[src/ifgc_defs.svh]
// constants of the if / gate frequency counter: offsets, fields, codes, timing
`ifndef IFGC_DEFS_SVH
`define IFGC_DEFS_SVH

// ************************************************************
// register indices and byte addresses
// ************************************************************
`define IFGC_IDX_GPIN     8'h20
`define IFGC_IDX_STATUS   8'h21
`define IFGC_IDX_MODE     8'h22
`define IFGC_IDX_CONTROL  8'h23
`define IFGC_IDX_COUNT    8'h24
`define IFGC_ADDR_W       8
`define IFGC_BYTE_SHIFT   2

// ************************************************************
// field positions and codes
// ************************************************************
`define IFGC_CLR_BIT      0
`define IFGC_START_BIT    1
`define IFGC_FUNC_EXT     2'h0
`define IFGC_FUNC_AM      2'h1
`define IFGC_FUNC_FMHALF  2'h2
`define IFGC_FUNC_FM      2'h3
`define IFGC_TB_1MS       2'h0
`define IFGC_TB_4MS       2'h1
`define IFGC_TB_8MS       2'h2
`define IFGC_TB_OPEN      2'h3
`define IFGC_GP_NONE      2'h0
`define IFGC_GP_PIN0      2'h1
`define IFGC_GP_PIN1      2'h2
`define IFGC_GATE_1MS     4'h1
`define IFGC_GATE_4MS     4'h4
`define IFGC_GATE_8MS     4'h8
`define IFGC_COUNT_MAX    16'hffff
`define IFGC_RESP_OKAY    2'h0
`define IFGC_RESP_SLVERR  2'h2

// ************************************************************
// timing
// ************************************************************
`define IFGC_CLK_NS       100
`define IFGC_T1K_NS       1000000
`define IFGC_FCLK_KHZ     14'h2710
`define IFGC_REF100_KHZ   14'h0064
`define IFGC_REF900_KHZ   14'h0384

`endif

[src/ifgc_pkg.sv]
// types of the if / gate frequency counter
`include "ifgc_defs.svh"

package ifgc_pkg;

  // gate sequencer states
  typedef enum logic [2:0] {
    IFGC_IDLE,
    IFGC_WAIT_TICK,
    IFGC_TIMED,
    IFGC_OPEN,
    IFGC_EXT_WAIT,
    IFGC_EXT_OPEN
  } ifgc_state_t;

  // axi4-lite request from master
  typedef struct packed {
    logic                    awvalid;
    logic [`IFGC_ADDR_W-1:0] awaddr;
    logic                    wvalid;
    logic [31:0]             wdata;
    logic [3:0]              wstrb;
    logic                    bready;
    logic                    arvalid;
    logic [`IFGC_ADDR_W-1:0] araddr;
    logic                    rready;
  } ifgc_axi_req_t;

  // axi4-lite answer from slave
  typedef struct packed {
    logic        awready;
    logic        wready;
    logic        bvalid;
    logic [1:0]  bresp;
    logic        arready;
    logic        rvalid;
    logic [31:0] rdata;
    logic [1:0]  rresp;
  } ifgc_axi_rsp_t;

  // external pins: fm, am, gate 0, gate 1
  typedef struct packed {
    logic ext_gate_input_1;
    logic ext_gate_input_0;
    logic am_if_input;
    logic fm_if_input;
  } ifgc_pins_t;

  // whole state of the counter block
  typedef struct packed {
    ifgc_state_t             st;
    logic [3:0]              mode;
    logic [1:0]              gpin;
    logic                    gate_open_flag;
    logic [15:0]             count;
    logic [3:0]              s1;
    logic [3:0]              s2;
    logic [3:0]              s3;
    logic                    fm_half;
    logic [13:0]             d1k;
    logic [13:0]             acc;
    logic [3:0]              ms;
    logic                    aw_full;
    logic [`IFGC_ADDR_W-1:0] awaddr;
    logic                    w_full;
    logic [31:0]             wdata;
    logic [3:0]              wstrb;
    logic                    bvalid;
    logic [1:0]              bresp;
    logic                    rvalid;
    logic [31:0]             rdata;
    logic [1:0]              rresp;
  } ifgc_regs_t;

endpackage : ifgc_pkg

[src/ifgc_top.sv]
// if / external gate frequency counter with axi4-lite register slave
//
// Functional notes
// timebase sets gate 1/4/8 ms/open or reference
// function selects external gate, am, fm halved, fm
// gate pin select; code 11 prohibited, upper zero
// sixteen bit up-counter counts the routed input
// counter saturates at all ones until cleared
// control bit 0 write one clears counter
// control bit 1 write one starts measurement
// timed gate opens on next 1 kHz tick
// status flag set by start, cleared at close
// open timebase opens gate without any start
// software never starts while open gate selected
// clear works during open gate, gate unchanged
// timed code ends open gate; deselect stops counting
// external gate opens rise, closes next rise
// status flag never reports external gate closure
// software reads count only after flag clears
// count value register returns sixteen bit count
// external count equals width times reference
// gate and references divided from system clock
// software sets gate pin as input
// pins synchronised, each rising edge counted once
// all selection bits reset to zero
//
// Implementation choice: the AXI4-Lite interface to the registers.
`timescale 1ns/100ps
`include "ifgc_defs.svh"

module ifgc_top #(
  parameter int TICK_1K_CYC = `IFGC_T1K_NS / `IFGC_CLK_NS
) (
  input  wire logic                   mclk,
  input  wire logic                   srst,
  input  wire ifgc_pkg::ifgc_pins_t   pins,
  input  wire ifgc_pkg::ifgc_axi_req_t axi_req,
  output ifgc_pkg::ifgc_axi_rsp_t      axi_rsp
);

  // ************************************************************
  // helpers
  // ************************************************************

  // saturating increment, held at all ones
  function automatic logic [15:0] sat_inc(input logic [15:0] v);
    sat_inc = (v == `IFGC_COUNT_MAX) ? v : v + 16'h0001;
  endfunction : sat_inc

  // byte address of a register index
  function automatic logic [`IFGC_ADDR_W-1:0] reg_addr(
    input logic [`IFGC_ADDR_W-1:0] idx);
    reg_addr = `IFGC_ADDR_W'(idx << `IFGC_BYTE_SHIFT);
  endfunction : reg_addr

  // timed gate length in 1 kHz ticks
  function automatic logic [3:0] gate_len(input logic [1:0] tb);
    unique case (tb)
      `IFGC_TB_1MS: gate_len = `IFGC_GATE_1MS;
      `IFGC_TB_4MS: gate_len = `IFGC_GATE_4MS;
      `IFGC_TB_8MS: gate_len = `IFGC_GATE_8MS;
      `IFGC_TB_OPEN: gate_len = `IFGC_GATE_8MS;
    endcase
  endfunction : gate_len

  // ************************************************************
  // state
  // ************************************************************
  ifgc_pkg::ifgc_regs_t r_reg;
  ifgc_pkg::ifgc_regs_t r_next;

  // decoded mode fields and pin events
  logic [1:0]  func;
  logic [1:0]  tb;
  logic        if_mode;
  logic        if_leave;
  logic [3:0]  rise;
  logic        fm_ev;
  logic        if_ev;
  logic        gate_rise;

  // timebase and reference ticks
  logic        tick1k;
  logic [13:0] step;
  logic [14:0] acc_sum;
  logic        ref_tick;

  // bus handshakes and register decode
  logic        awready;
  logic        wready;
  logic        arready;
  logic        do_write;
  logic        wr_gpin;
  logic        wr_mode;
  logic        wr_ctrl;
  logic        wr_ro;
  logic        rd_gpin;
  logic        rd_status;
  logic        rd_mode;
  logic        rd_ctrl;
  logic        rd_count;

  // strobes of the current write and the counter event
  logic        clr;
  logic        start;
  logic        count_ev;

  assign func    = r_reg.mode[3:2];
  assign tb      = r_reg.mode[1:0];
  assign if_mode = (func != `IFGC_FUNC_EXT);

  // handshake outputs come straight from state, data from flops
  assign awready = !r_reg.aw_full && !r_reg.bvalid;
  assign wready  = !r_reg.w_full && !r_reg.bvalid;
  assign arready = !r_reg.rvalid;
  assign do_write = r_reg.aw_full && r_reg.w_full && !r_reg.bvalid;

  assign axi_rsp.awready = awready;
  assign axi_rsp.wready  = wready;
  assign axi_rsp.bvalid  = r_reg.bvalid;
  assign axi_rsp.bresp   = r_reg.bresp;
  assign axi_rsp.arready = arready;
  assign axi_rsp.rvalid  = r_reg.rvalid;
  assign axi_rsp.rdata   = r_reg.rdata;
  assign axi_rsp.rresp   = r_reg.rresp;

  // ************************************************************
  // address decode
  // ************************************************************

  // register map, byte addresses:
  // 0x80 gate pin select, two bits read and written
  // 0x84 gate open status, one bit, read only
  // 0x88 function and timebase select, four bits
  // 0x8c count control, strobes only, reads as zero
  // 0x90 count value, sixteen bits, read only
  // write side looks at the held address, read side at the live one
  always_comb begin
    wr_gpin   = (r_reg.awaddr == reg_addr(`IFGC_IDX_GPIN));
    wr_mode   = (r_reg.awaddr == reg_addr(`IFGC_IDX_MODE));
    wr_ctrl   = (r_reg.awaddr == reg_addr(`IFGC_IDX_CONTROL));
    // writes to read-only registers are answered okay and dropped
    wr_ro     = (r_reg.awaddr == reg_addr(`IFGC_IDX_STATUS)) ||
                (r_reg.awaddr == reg_addr(`IFGC_IDX_COUNT));
    rd_gpin   = (axi_req.araddr == reg_addr(`IFGC_IDX_GPIN));
    rd_status = (axi_req.araddr == reg_addr(`IFGC_IDX_STATUS));
    rd_mode   = (axi_req.araddr == reg_addr(`IFGC_IDX_MODE));
    // control is write-only and reads back as zero
    rd_ctrl   = (axi_req.araddr == reg_addr(`IFGC_IDX_CONTROL));
    rd_count  = (axi_req.araddr == reg_addr(`IFGC_IDX_COUNT));
  end

  // an if measurement is abandoned when function moves to external or timebase moves to open
  assign if_leave = !if_mode || (tb == `IFGC_TB_OPEN);

  // ************************************************************
  // edges and timebases
  // ************************************************************

  // edges are taken between the second and third stage only
  always_comb begin
    rise = r_reg.s2 & ~r_reg.s3;
    // the halved fm path counts every second rising edge
    fm_ev = rise[0] && r_reg.fm_half;
    unique case (func)
      `IFGC_FUNC_AM:     if_ev = rise[1];
      `IFGC_FUNC_FMHALF: if_ev = fm_ev;
      `IFGC_FUNC_FM:     if_ev = rise[0];
      default:           if_ev = 1'b0;
    endcase
    // gate pin code 11 acts as no pin, so a bad write never opens the gate
    unique case (r_reg.gpin)
      `IFGC_GP_PIN0: gate_rise = rise[2];
      `IFGC_GP_PIN1: gate_rise = rise[3];
      default:       gate_rise = 1'b0;
    endcase
  end

  // references from the one system clock: 1 kHz by count, others by accumulator
  always_comb begin
    tick1k = (r_reg.d1k == 14'(TICK_1K_CYC - 1));
    unique case (tb)
      `IFGC_TB_4MS: step = `IFGC_REF100_KHZ;
      `IFGC_TB_8MS: step = `IFGC_REF900_KHZ;
      default:      step = 14'h0000;
    endcase
    // accumulator steps by the reference in kHz and wraps at the clock rate
    acc_sum = {1'b0, r_reg.acc} + {1'b0, step};
    // prohibited reference code 11 gives no ticks at all
    unique case (tb)
      `IFGC_TB_1MS: ref_tick = tick1k;
      `IFGC_TB_OPEN: ref_tick = 1'b0;
      default:      ref_tick = (acc_sum >= {1'b0, `IFGC_FCLK_KHZ});
    endcase
  end

  // ************************************************************
  // next state
  // ************************************************************
  always_comb begin
    r_next = r_reg;
    clr    = 1'b0;
    start  = 1'b0;

    // two-stage synchronisers plus edge stage
    r_next.s1 = pins;
    r_next.s2 = r_reg.s1;
    r_next.s3 = r_reg.s2;
    if (rise[0]) begin
      r_next.fm_half = ~r_reg.fm_half;
    end

    // dividers run free so that the gate waits for a true tick
    r_next.d1k = tick1k ? 14'h0000 : r_reg.d1k + 14'h0001;
    r_next.acc = ref_tick && (tb != `IFGC_TB_1MS)
               ? 14'(acc_sum - {1'b0, `IFGC_FCLK_KHZ})
               : acc_sum[13:0];

    // write address and data may come in either order
    if (axi_req.awvalid && awready) begin
      r_next.aw_full = 1'b1;
      r_next.awaddr  = axi_req.awaddr;
    end
    if (axi_req.wvalid && wready) begin
      r_next.w_full = 1'b1;
      r_next.wdata  = axi_req.wdata;
      r_next.wstrb  = axi_req.wstrb;
    end
    // response leaves once the master has taken it
    if (r_reg.bvalid && axi_req.bready) begin
      r_next.bvalid = 1'b0;
    end
    // both halves held: act on the register and answer
    if (do_write) begin
      r_next.aw_full = 1'b0;
      r_next.w_full  = 1'b0;
      r_next.bvalid  = 1'b1;
      r_next.bresp   = `IFGC_RESP_OKAY;
      // only lane 0 carries bits; writes without it are accepted and dropped
      if (wr_mode) begin
        if (r_reg.wstrb[0]) begin
          r_next.mode = r_reg.wdata[3:0];
        end
      end else if (wr_gpin) begin
        if (r_reg.wstrb[0]) begin
          r_next.gpin = r_reg.wdata[1:0];
        end
      end else if (wr_ctrl) begin
        // strobes act this cycle and are never stored
        clr   = r_reg.wstrb[0] && r_reg.wdata[`IFGC_CLR_BIT];
        start = r_reg.wstrb[0] && r_reg.wdata[`IFGC_START_BIT];
      end else if (!wr_ro) begin
        r_next.bresp = `IFGC_RESP_SLVERR;
      end
    end

    // reads: control reads zero, upper bits zero, unmapped gives slverr
    if (r_reg.rvalid && axi_req.rready) begin
      r_next.rvalid = 1'b0;
    end
    // one read at a time, answered in the next cycle
    if (axi_req.arvalid && arready) begin
      r_next.rvalid = 1'b1;
      r_next.rdata  = 32'h0000_0000;
      r_next.rresp  = `IFGC_RESP_OKAY;
      if (rd_mode) begin
        r_next.rdata[3:0] = r_reg.mode;
      end else if (rd_gpin) begin
        r_next.rdata[1:0] = r_reg.gpin;
      end else if (rd_status) begin
        r_next.rdata[0] = r_reg.gate_open_flag;
      end else if (rd_count) begin
        r_next.rdata[15:0] = r_reg.count;
      end else if (!rd_ctrl) begin
        r_next.rresp = `IFGC_RESP_SLVERR;
      end
    end

    // gate sequencer; count_ev is the edge that may reach the counter
    count_ev = 1'b0;
    unique case (r_reg.st)
      // idle: in an if function the open timebase wins over any start
      ifgc_pkg::IFGC_IDLE: begin
        if (if_mode && tb == `IFGC_TB_OPEN) begin
          r_next.st = ifgc_pkg::IFGC_OPEN;
        end else if (start && if_mode) begin
          r_next.st = ifgc_pkg::IFGC_WAIT_TICK;
          r_next.gate_open_flag = 1'b1;
        end else if (start) begin
          r_next.st = ifgc_pkg::IFGC_EXT_WAIT;
          r_next.gate_open_flag = 1'b1;
        end else if (if_mode) begin
          r_next.gate_open_flag = 1'b0;
        end
      end
      // wait for a true tick so that the window is whole ticks long
      ifgc_pkg::IFGC_WAIT_TICK: begin
        if (if_leave) begin
          r_next.st = ifgc_pkg::IFGC_IDLE;
          r_next.gate_open_flag = 1'b0;
        end else if (tick1k) begin
          r_next.st = ifgc_pkg::IFGC_TIMED;
          r_next.ms = 4'h0;
        end
      end
      // timed window counts pin edges for 1, 4 or 8 ticks
      ifgc_pkg::IFGC_TIMED: begin
        count_ev = if_ev;
        if (if_leave) begin
          r_next.st = ifgc_pkg::IFGC_IDLE;
          r_next.gate_open_flag = 1'b0;
        end else if (tick1k) begin
          r_next.ms = r_reg.ms + 4'h1;
          if (r_reg.ms + 4'h1 == gate_len(tb)) begin
            r_next.st = ifgc_pkg::IFGC_IDLE;
            r_next.gate_open_flag = 1'b0;
          end
        end
      end
      // open window, left only by a timebase or function change
      ifgc_pkg::IFGC_OPEN: begin
        // a deselected pin simply brings no edges; start is ignored here
        count_ev = if_ev;
        if (!if_mode || tb != `IFGC_TB_OPEN) begin
          r_next.st = ifgc_pkg::IFGC_IDLE;
        end
      end
      // external: the first gate pin rise opens
      ifgc_pkg::IFGC_EXT_WAIT: begin
        if (if_mode) begin
          r_next.st = ifgc_pkg::IFGC_IDLE;
          r_next.gate_open_flag = 1'b0;
        end else if (gate_rise) begin
          r_next.st = ifgc_pkg::IFGC_EXT_OPEN;
        end
      end
      // external: reference counted up to the next rise
      ifgc_pkg::IFGC_EXT_OPEN: begin
        count_ev = ref_tick;
        if (if_mode) begin
          r_next.st = ifgc_pkg::IFGC_IDLE;
          r_next.gate_open_flag = 1'b0;
        end else if (gate_rise) begin
          // flag stays up: closure is not shown in status
          r_next.st = ifgc_pkg::IFGC_IDLE;
        end
      end
    endcase

    // external mode: clear strobe is the only thing that drops the flag
    if (clr && !if_mode && r_reg.st == ifgc_pkg::IFGC_IDLE && !start) begin
      r_next.gate_open_flag = 1'b0;
    end

    // clear beats a same-cycle edge and leaves the gate alone
    if (clr) begin
      r_next.count = 16'h0000;
    end else if (count_ev) begin
      r_next.count = sat_inc(r_reg.count);
    end
  end

  // ************************************************************
  // register
  // ************************************************************

  // every field, selection bits included, comes up zero
  always_ff @(posedge mclk) begin
    if (srst) begin
      r_reg <= '0;
    end else begin
      r_reg <= r_next;
    end
  end

endmodule : ifgc_top
[config.mk]
export PLATFORM = sky130hd
export DESIGN_NAME = ifgc_top
export DESIGN_NICKNAME = d
export VERILOG_FILES = /design/src/ifgc_pkg.sv /design/src/ifgc_top.sv
export VERILOG_INCLUDE_DIRS = /design/src /design/src/src
export SDC_FILE = /design/constraint.sdc
export NUM_CORES = 1
export LEC_CHECK = 0
export ABC_AREA = 1
export ABC_CLOCK_PERIOD_IN_PS = 6400
export BUFFER_PORTS_ARGS = -buffer_cell sky130_fd_sc_hd__clkbuf_2
export CORE_ASPECT_RATIO = 0.75
export CORE_MARGIN = 1
export CORE_UTILIZATION = 60
export DETAILED_ROUTE_END_ITERATION = 16
export PLACE_DENSITY = 0.85
export SLEW_MARGIN = 20
export SYNTH_ARGS = -nofsm -noshare
export SYNTH_HDL_FRONTEND = slang
export SYNTH_SLANG_ARGS = --single-unit
export TNS_END_PERCENT = 30
[constraint.sdc]
create_clock -name mclk -period 6.4 [get_ports mclk]
set_input_delay 1.28 -clock mclk [delete_from_list [all_inputs] [get_ports mclk]]
set_output_delay 1.28 -clock mclk [all_outputs]
set_load 0.02 [all_outputs]
# [After elaboration in Yosys (flattened, before gate mapping)]
# Index checks and enable logic that the tools add are counted.
# W data, S select, Z words.
[word_totals] wordCells=187 register_bits=108
[op_classes] bitwise_logic=5 magnitude_cmp=1 n_addsub=5 n_mux=66 reduce_logical=48 eq_ne=40
[op_table] op="$eq A8 B8 Y1 const B" count=10
[op_table] op="$mux W3" count=14
[op_table] op="$mux W35" count=1
[op_table] op="$mux W4" count=8
[op_table] op="$mux W14" count=2
[op_table] op="$mux W2" count=10
[op_table] op="$pmux W10 S2" count=1
[op_table] op="$mux W1" count=19
[op_table] op="$logic_and A1 B1 Y1" count=18
[op_table] op="$pmux W3 S6" count=1
[op_table] op="$add A16 B1 Y16 const B" count=1
[op_table] op="$eq A16 B16 Y1 const B" count=1
[op_table] op="$mux W16" count=1
[op_table] op="$ne A2 B2 Y1 const B" count=8
[op_table] op="$add A14 B10 Y15" count=1
[op_table] op="$ge A15 B14 Y1 const B" count=1
[op_table] op="$mux W15" count=1
[op_table] op="$ne A3 B3 Y1 const B" count=5
[op_table] op="$add A14 B1 Y14 const B" count=1
[op_table] op="$eq A14 B14 Y1 const B" count=1
[op_table] op="$reduce_or A2 Y1" count=7
[op_table] op="$sub A14 B14 Y14 const B" count=1
[op_table] op="$mux W12" count=1
[op_table] op="$pmux W4 S3" count=1
[op_table] op="other kinds (26)" count=50

# [Logic depth before layout (Yosys ltp)]
# Gate-level depths: netlist of run 1.
[logic_depth] depth_word=11 ltp_mapped=23 ltp_nobuf=23

# [Worst setup path before layout of run 1]
# OpenSTA, ideal clock, no wires.
[synth_timing] kind="flip-flop to flip-flop" start="register r_reg[148] (netlist bit)" end="register r_reg[136] (netlist bit)" synth_period_minus_slack_ns=2.796 setup_slack_ns=3.604 required_time_ns=6.258 path_buffers=1 stages_incl_launch_ff=22 arrival_ns=2.654 cell_sequence="dfxtp_1 > inv_1 > ha_1 > ha_1 > ha_1 > nand2_1 > inv_1 > nor2_1 > ha_1 > nor3b_1 > nand3_1 > nor2_1 > nand2_1 > nand3_1 > nand2_1 > nand2_2 > nand3_2 > nand2_4 > nand2_4 > buf_12 > nand2_1 > a21oi_2"
[synth_between] elab_chain_len=7 elab_cells_between_ends=10
[synth_lines] item="start, declared" line="ifgc_top.sv:69" text="ifgc_pkg::ifgc_regs_t r_reg;"
[synth_lines] item="start signal, assigned" line="ifgc_top.sv:372" text="r_reg <= r_next;"
[synth_lines] item="$eq A2 B2 Y1 / $eq A2 B1 Y1 (equally long branches)" line="ifgc_top.sv:182" text="unique case (tb)"
[synth_lines] item="$pmux W10 S2" line="ifgc_top.sv:182"
[synth_lines] item="$add A14 B10 Y15" line="ifgc_top.sv:188" text="acc_sum = {1'b0, r_reg.acc} + {1'b0, step};"
[synth_lines] item="$ge A15 B14 Y1" line="ifgc_top.sv:193" text="default: ref_tick = (acc_sum >= {1'b0, `IFGC_FCLK_KHZ});"
[synth_lines] item="$pmux W1 S2 (*)" line="ifgc_top.sv:190" text="unique case (tb)"
[synth_lines] item="$pmux W1 S2 (*)" line="ifgc_top.sv:281" text="unique case (r_reg.st)"
[synth_lines] item="$reduce_and A2 Y1 (no line) (*)"
# Every way passes the cells marked *; elsewhere a longest branch is shown, timed or not.
# A chain may end at the register's enable or synchronous reset.

# [Worst setup path after layout of run 1]
[layout_timing] start="register r_reg[149] (netlist bit)" end="register r_reg[140] (netlist bit)"
# Same word-level chain as after synthesis.

==> results of run 1 <==
[power groups by stage]
stage                     registers, W  clock network, W  logic [W]
after floorplan               0.000707                 0   0.000180
after global placement        0.000712                 0   0.000204
after detailed placement      0.000713                 0   0.000210
after CTS                     0.000698          0.000553   0.000214
after global routing          0.000702          0.000578   0.000248
final                         0.000698          0.000541   0.000215
[per-stage QoR]
step                      cells  setup slack [ps]  power, W
after floorplan             857              3600  0.000887
after global placement      982              3040  0.000916
after detailed placement    982              2950  0.000923
after CTS                   998              2990   0.00146
after global routing        998              2650   0.00153
final                       998              2970   0.00145
[worst min path at each step]
| stage | start | to | slack (ps) | cells past startpoint |
|---|---|---|---|---|
| 2_1_floorplan | r_next[121] | r_next[117] | 390 | 2 |
| 4_1_cts | r_next[121] | r_next[117] | 400 | 2 |
| 3_5_place_dp | r_next[121] | r_next[117] | 390 | 2 |
| 3_3_place_gp | r_next[121] | r_next[117] | 390 | 2 |
| 5_1_grt | r_next[123] | r_next[119] | 420 | 2 |
| 6_report | r_next[121] | r_next[117] | 400 | 2 |
[cell families after synthesis]
| logic type | Yosys count | synth area share (%) |
|---|---|---|
| simple gates | 396 | 30.8 |
| buf+inv | 177 | 14.4 |
| compound gates | 125 | 12.5 |
| flops | 104 | 35.6 |
| xor+xnor | 20 | 2.99 |
| fa+ha+maj | 17 | 3.63 |
| other cells | 1 | 0.0641 |
[worst reg2reg max path: stages, from the launching register on]
cell,delay [ps]
dfxtp_1,470
inv_1,130
ha_1,330
ha_1,210
ha_1,190
nand2_1,60
inv_1,50
nor2_1,170
ha_1,180
nor3b_1,270
nand3_1,140
nor2_1,120
nand2_1,50
nand3_1,70
nand2_1,60
nand2_2,90
nand3_2,100
nand2_4,210
nand2_4,180
nand2_1,150
a21oi_2,50
[layout make-up]
class                           instances  area (um^2)
Fill cell                             851         3020
Sequential cell                       104         2080
Tap cell                              128          160
Inverter                              119          448
Multi-Input combinational cell        576         2990
Clock inverter                          7         71.3
Clock buffer                            9          225
Timing Repair Buffer                   55          278
[per-layer routing]
| layer | up-vias | global-route usage (%) | share of wire, % |
|---|---|---|---|
| met5 | - | 0 | 0 |
| met4 | 0 | 6.99 | 1.1 |
| met2 | 141 | 40.3 | 44 |
| met1 | 2327 | 35.3 | 50 |
| li1 | 2719 | - | - |
| met3 | 12 | 4.91 | 5.0 |
[cells in the final DEF (no fill, tap or decap), drive strengths merged, types with 2 or more instances in the layout]
cell / instances
a221oi: 2
nor3b: 3
clkinv: 5
clkbuf: 63
o31ai: 2
nor4: 11
or2: 3
nand3: 72
o211ai: 2
nor2: 102
conb: 18
inv: 121
o21ai: 37
nand4: 6
o21a: 3
dfxtp: 104
xor2: 11
nor3: 29
o2111ai: 3
a21oi: 61
a211oi: 7
ha: 17
xnor2: 9
a31oi: 4
nand2: 168
==> results.ini, run 1 <==
[outcome]
outcome = finished, final reports clean

[power_and_ir_drop]
power_density_nw_per_um2 = 232
seq_power_share_pct = 48.0
swShare_pct = 29.6
peakVddDrop_mv = 0.169
p_int_w = 0.00102
clockPowerShare_pct = 37.2
power.switching_w = 0.000430
pwr-share-comb_pct = 14.8
power.leakage_nw = 2.64

[drt]
totalWireLength_mm = 11.9
vias = 5199
drt-initial-drc-count = 366
avgRoutedWirePerCell_um = 11.9
antenna_left = 0
viasPerCell = 5.21
dr.pass1.iters = 5
drc_errors = 0

[floorplan]
die_x_um = 116
coreArea_um2 = 9270
io_pins = 104
rows = 30
design.die.area_um2 = 10200
start_util_pct = 63.1
die_y_um = 87.5

[worst_setup_path]
cp_slowest_cell = dfxtp_1
rrSetupSlack_ps = 2970
endpoint = r_reg[140]
crit_chain = inv_1 -> ha_1 -> ha_1 -> ha_1 -> nand2_1 -> inv_1 -> nor2_1 -> ha_1 -> nor3b_1 -> nand3_1 -> nor2_1 -> nand2_1 -> nand3_1 -> nand2_1 -> nand2_2 -> nand3_2 -> nand2_4 -> nand2_4 -> nand2_1 -> a21oi_2
cp.arrival_ps = 3640
r2r-end = r_reg[140]
critPathTopFamily = simple AND/OR/NAND/NOR gates
cp_num_buf_inv = 2
cp-end-kind = flip-flop
cp_num_cells = 20
path_class = reg -> reg
cp-startpoint = r_reg[149]
worstRegToRegCells = 20
r2r_start = r_reg[149]
path_max_fanout = 18
required_ps = 6610
cp_slowest_stage_delay_ps = 470
critPathLaunchType = flip-flop

[yosys]
synth.cell_area_um2 = 5850
yosysTopAreaCell = dfxtp_1
ys_top_cells_by_area = dfxtp_1 36%, nand2_1 9.6%, inv_1 7.2%, nor2_1 6.2%, nand3_1 5.6%
synth_top_area_share_pct = 35.6
yosysSeqAreaShare_pct = 35.6
ys_warn_count = 0
synth_cell_types = 45
yosysMostFrequentCell = nand2_1
syn_inst = 840
synth-edff-count = 0
synth_seq_cells = 104
ys_top_cells_by_count = 150 x nand2_1, 113 x inv_1, 104 x dfxtp_1
synthFlopType = dfxtp_1
ys_async_sr_fraction_pct = 0
syn_avg_cell_area_um2 = 6.97

[run]
maxCapViolations = 0

[clock_tree]
cts_setup_buffers = 0
clockRootBuffer = clkbuf_16
cts_tree = built
cts.clk_slew.worst_paths_ps = 70
clk_latency_ps = 350
cts_resized = 0
clock_path_buffers = 2
cts_inserted_buffers = 9
cts.sinks = 104
htreeDepth = 3
cts_hold_buf = 0

[sta]
setup_viol = 0
slew_viol_final = 0
clock_skew_ps = 5.68
slew_headroom_pct = 32.6
whs_ps = 404
clock.fmax_ghz = 0.291
finalHoldViolations = 0
grt_setup_unrepaired = no
fin_tns_setup_ps = 0
timing.final.crit_share_pct = 53.6
tightest_slew_ps = 1010
fin_crit_ps = 3430

[layout]
nets = 945
area_growth_pct = 6.86
finish.instance_area_um2 = 6250
largest_register_ffs = 74
drive_above_1_share_pct = 13.8
final_util_pct = 67.5
n_antenna_cell = 0

[min_path]
hold_class = reg -> reg

[global_route]
overflow = 0
grt.total_usage_pct = 25.4
grt_pass1_wl_mm = 20.4
first_global_vias = 4465
antenna_found_initial = 0
grt_max_degree = 43

[placement]
place_area_um2 = 5960
gp_congestion = 0.870
dp_hpwl_mm = 8.60
portBuffers = 54

Power figures use the tool's default switching activity.
==> run 2, diff against run 1 <==
--- a/config.mk
+++ b/config.mk
@@ -7,13 +7,13 @@
 export NUM_CORES = 1
 export LEC_CHECK = 0
 export ABC_AREA = 1
-export ABC_CLOCK_PERIOD_IN_PS = 6400
+export ABC_CLOCK_PERIOD_IN_PS = 2800
 export BUFFER_PORTS_ARGS = -buffer_cell sky130_fd_sc_hd__clkbuf_2
 export CORE_ASPECT_RATIO = 0.75
 export CORE_MARGIN = 1
-export CORE_UTILIZATION = 60
+export CORE_UTILIZATION = 51
 export DETAILED_ROUTE_END_ITERATION = 16
-export PLACE_DENSITY = 0.85
+export PLACE_DENSITY = 0.77
 export SLEW_MARGIN = 20
 export SYNTH_ARGS = -nofsm -noshare
 export SYNTH_HDL_FRONTEND = slang
==> constraint.sdc (replaced) <==
create_clock -name mclk -period 2.8 [get_ports mclk]
set_input_delay 0.56 -clock mclk [delete_from_list [all_inputs] [get_ports mclk]]
set_output_delay 0.56 -clock mclk [all_outputs]
set_load 0.02 [all_outputs]
==> results.ini, run 2 (synthesis gave the netlist of run 1 again) <==
[worst_setup_path]
cp-startpoint = r_reg[149]
path_class = reg -> reg
cp_num_cells = 23
cp.arrival_ps = 3100
required_ps = 3090
r2r-end = r_reg[143]
r2r_start = r_reg[149]
cp_slowest_stage_delay_ps = 330
cp_slowest_cell = dfxtp_2
rrSetupSlack_ps = -5
crit_chain = inv_2 -> ha_4 -> ha_4 -> ha_4 -> nand2_2 -> inv_2 -> buf_6 -> nand3_4 -> nand2_4 -> nand3_4 -> nand3_4 -> nand2_2 -> nand2_2 -> nor2_2 -> nand2_1 -> nand3_1 -> nand2_1 -> nand2_2 -> nand3_2 -> nand2_4 -> clkbuf_16 -> nand3_1 -> a21oi_2
cp-end-kind = flip-flop
cp_num_buf_inv = 4
critPathLaunchType = flip-flop
worstRegToRegCells = 23
critPathTopFamily = simple AND/OR/NAND/NOR gates
cpMostUsedCell = nand2_2
path_max_fanout = 4

[global_route]
grt_max_degree = 25
grt.total_usage_pct = 22.2
antenna_found_initial = 0
first_global_vias = 4617
overflow = 0
grt_pass1_wl_mm = 21.1

[power_and_ir_drop]
peakVddDrop_mv = 0.320
power.leakage_nw = 2.91
p_total_w = 0.00332
power_density_nw_per_um2 = 480

[floorplan]
die_y_um = 94.8
coreArea_um2 = 11100
rows = 33
design.die.area_um2 = 11900
start_util_pct = 52.9
io_pins = 104
die_x_um = 126

[clock_tree]
cts.sinks = 104
cts_inserted_buffers = 9
cts_tree = built
clockRootBuffer = clkbuf_16
clock_path_buffers = 2
htreeDepth = 3
cts.clk_slew.worst_paths_ps = 70
clk_latency_ps = 350
cts_hold_buf = 0

[layout]
drive_above_1_share_pct = 23.2
nets = 992
n_antenna_cell = 0
most-common-layout-cells = 138 x nand2_1, 108 x inv_1, 102 x dfxtp_1
largest_register_ffs = 74
fillerInstances = 993
area_growth_pct = 18.2
final_common_cell = nand2_1

[min_path]
whs_endpoint = r_next[122]
hold_class = in -> reg
hold_start = pins[1]
hold-path-cell-count = 3

[sta]
grt_setup_unrepaired = yes
whs_ps = 387
slew_headroom_pct = 55.0
fin_crit_ps = 2800
tightest_slew_ps = 668
timing.final.crit_share_pct = 100
setup_slack_ps = -4.59
slew_viol_final = 0
finalHoldViolations = 0
clock_skew_ps = 8.65
clock.fmax_ghz = 0.357
setup_viol = 1

[drt]
avgRoutedWirePerCell_um = 12.4
drt-initial-drc-count = 415
drc_errors = 0
viasPerCell = 5.13
totalWireLength_mm = 13.1
vias = 5420
dr.pass1.iters = 5
antenna_left = 0

[placement]
dp_hpwl_mm = 9.51
portBuffers = 54
gp_congestion = 0.889

[outcome]
violations = negative setup slack
outcome = finished with violations

[run]
maxCapViolations = 0

-- run 2: changes by cell type in the layout (fill, tap and decap cells not counted), moves of 6 or more --
cell / change
nand2_1: -12
buf_4: +43
nor2_1: -7
nand3_1: -9
ha_1: -6
nand2_2: +8
-- run 2: timing repair --
action                                  CTS  global route
endpoints found under the setup margin   26            26
gates cloned                              0             1
resized for setup                        13            50
pin swaps                                 3            25
setup buffers                             3             4
-- run 2: worst register-to-register path: stages, from the launching register on --
cell,delay (ps)
dfxtp_2,330
inv_2,50
ha_4,250
ha_4,170
ha_4,160
nand2_2,60
inv_2,50
buf_6,110
nand3_4,80
nand2_4,90
nand3_4,100
nand3_4,90
nand2_2,70
nand2_2,70
nor2_2,100
nand2_1,60
nand3_1,70
nand2_1,70
nand2_2,110
nand3_2,110
nand2_4,170
clkbuf_16,160
nand3_1,80
a21oi_2,130
-- run 2: routing by layer --
layer	share of wire (%)	GRT usage (%)
met5	0	0
met4	0.97	5.69
met3	5.2	4.65
met2	43	34.2
met1	51	31.4
-- run 2: worst max-delay path by stage --
stage	endpoint	slack, ps
3_3_place_gp	r_reg[97]	-160
2_1_floorplan	r_reg[137]	4
3_5_place_dp	r_reg[97]	-210
5_1_grt	r_reg[143]	-170
6_report	r_reg[143]	-5
4_1_cts	r_reg[97]	5
-- run 2: final cells by class --
type,instances,area [um^2],area share [%]
sequential,104,2080,30.1
timing repair buffer,102,677,9.78
clock inverter,7,65.1,0.940
tap,140,175,2.53
inverter,119,448,6.47
clock buffer,9,225,3.25
multi-input combinational,576,3250,46.9
-- run 2: stage by stage --
| stage | utilization, % | setup TNS [ps] | cell area [um^2] | instances | worst slack, ps |
|---|---|---|---|---|---|
| after CTS | 60.1 | 0 | 6650 | 1052 | 4.65 |
| after global routing | 62.5 | -3320 | 6920 | 1057 | -170 |
| after detailed placement | 56.9 | -4510 | 6290 | 1033 | -213 |
| after global placement | 56.9 | -3550 | 6290 | 1033 | -158 |
| after floorplan | - | 0 | 5920 | 857 | 3.96 |
| final | 62.5 | -4.59 | 6920 | 1057 | -4.59 |
-- run 2: report_power, final --
group / switching [W] / internal [W]
Combinational: 0.000339 / 0.000171
Sequential: 0.0000525 / 0.00154
Clock: 0.000594 / 0.000622
Total: 0.000985 / 0.00234
==> run 3, diff against run 2 <==
--- a/config.mk
+++ b/config.mk
@@ -7,7 +7,7 @@
 export NUM_CORES = 1
 export LEC_CHECK = 0
 export ABC_AREA = 1
-export ABC_CLOCK_PERIOD_IN_PS = 2800
+export ABC_CLOCK_PERIOD_IN_PS = 2300
 export BUFFER_PORTS_ARGS = -buffer_cell sky130_fd_sc_hd__clkbuf_2
 export CORE_ASPECT_RATIO = 0.75
 export CORE_MARGIN = 1
==> constraint.sdc (replaced) <==
create_clock -name mclk -period 2.3 [get_ports mclk]
set_input_delay 0.46 -clock mclk [delete_from_list [all_inputs] [get_ports mclk]]
set_output_delay 0.46 -clock mclk [all_outputs]
set_load 0.02 [all_outputs]
==> results.ini, run 3 (synthesis gave the netlist of run 1 again) <==
[outcome]
outcome = finished with violations
violations = negative setup slack

[global_route]
overflow = 0
first_global_vias = 4882
grt.total_usage_pct = 23.2
grt_pass1_wl_mm = 22.3
grt_max_degree = 24
antenna_found_initial = 0

[sta]
timing.final.crit_share_pct = 119
tightest_slew_ps = 659
slew_viol_final = 0
grt_setup_unrepaired = yes
finalHoldViolations = 0
fin_crit_ps = 2730
setup_viol = 26
clock.fmax_ghz = 0.366
setup_slack_ps = -429
clock_skew_ps = 10.3
slew_headroom_pct = 55.6

[clock_tree]
cts_tree = built
clockRootBuffer = clkbuf_16
cts.sinks = 104
htreeDepth = 3
clock_path_buffers = 2
cts_inserted_buffers = 9
cts.clk_slew.worst_paths_ps = 70
clk_latency_ps = 340

[layout]
fillerInstances = 982
area_growth_pct = 19.6
largest_register_ffs = 74
multi_input_area_um2 = 3280
final_common_cell = nand2_1
n_antenna_cell = 0
most-common-layout-cells = 141 x nand2_1, 109 x inv_1, 102 x dfxtp_1
nets = 999
regArea_um2 = 2090
drive_above_1_share_pct = 23.6

[min_path]
hold-path-cell-count = 3
hold_class = in -> reg

[power_and_ir_drop]
peakVddDrop_mv = 0.471
power_density_nw_per_um2 = 572
p_total_w = 0.00400
power.leakage_nw = 2.94

[placement]
portBuffers = 54
pre_cts_ws_ps = -377
gp_congestion = 0.877
dp_hpwl_mm = 9.53

[worst_setup_path]
worstRegToRegCells = 20
path_class = reg -> reg
cp.arrival_ps = 3020
path_max_fanout = 8
required_ps = 2590
critPathLaunchType = flip-flop
cp-end-kind = flip-flop

[drt]
drt-initial-drc-count = 342
totalWireLength_mm = 13.5
viasPerCell = 5.19
dr.pass1.iters = 5
avgRoutedWirePerCell_um = 12.7
vias = 5521
drc_errors = 0
antenna_left = 0

[floorplan]
die_y_um = 94.8
start_util_pct = 52.9
design.die.area_um2 = 11900
rows = 33
coreArea_um2 = 11100
io_pins = 104
die_x_um = 126

[run]
maxCapViolations = 0

## run 3: path summary, 6_finish.rpt
path	startpoint	end	slack, ps
max	r_reg[148]	r_reg[139]	-430
min	pins[0]	r_next[121]	300
max reg2reg	r_reg[148]	r_reg[139]	-430
min reg2reg	r_next[122]	r_next[118]	400
## run 3: repair_timing
action	4_1_cts	5_1_grt
gates cloned	2	0
setup endpoints to repair	26	30
resized for setup	22	25
hold buffers	0	0
pin swaps	25	14
buffers inserted	3	2
## run 3: critical path, stage by stage, from the launching register on
cell and delay (ps):
dfxtp_4 370, inv_4 50, ha_4 240, ha_4 170, ha_4 160, nand2_4 60, inv_4 50, nor2_4 150
ha_4 150, nor3b_4 180, nand3_1 90, nor2_1 90, nand2_1 70, nand3_2 60, nand2_2 60, nand2_4 90
nand3_4 90, nand2_8 170, buf_12 150, nand3_2 80, a21oi_2 140
## run 3: power by group
| part | switching, W | internal, W | total, W | leakage, nW |
|---|---|---|---|---|
| logic | 0.000406 | 0.000211 | 0.000617 | 1.96 |
| registers | 0.0000604 | 0.00188 | 0.00194 | 0.847 |
| clock network | 0.000695 | 0.000750 | 0.00144 | 0.131 |
| total | 0.00116 | 0.00284 | 0.00400 | 2.94 |
## run 3: layout make-up
type                    count  area share (%)
clock inverters             6           0.751
repair buffers            108            10.3
flip-flops and latches    104            29.8
inverters                 119            6.50
multi-input cells         577            46.8
well taps                 140            2.50
clock buffers              10            3.27
## run 3: per-layer routing
layer,vias to the layer above,share of wire (%),GRT usage (%)
li1,2827,-,-
met1,2488,49,32.2
met2,187,44,37.4
met3,19,5.7,4.02
met4,0,1.3,6.10
met5,-,0,0
## run 3: per-stage QoR
stage	utilization (%)	TNS [ps]	std cells	hold WS, ps	area, um^2
2_1_floorplan	-	-3690	857	388	6000
3_3_place_gp	58.1	-7760	1041	390	6430
3_5_place_dp	58.1	-8800	1041	392	6430
4_1_cts	62.1	-8490	1062	292	6880
5_1_grt	63.3	-14010	1064	306	7000
6_report	63.3	-9340	1064	297	7000
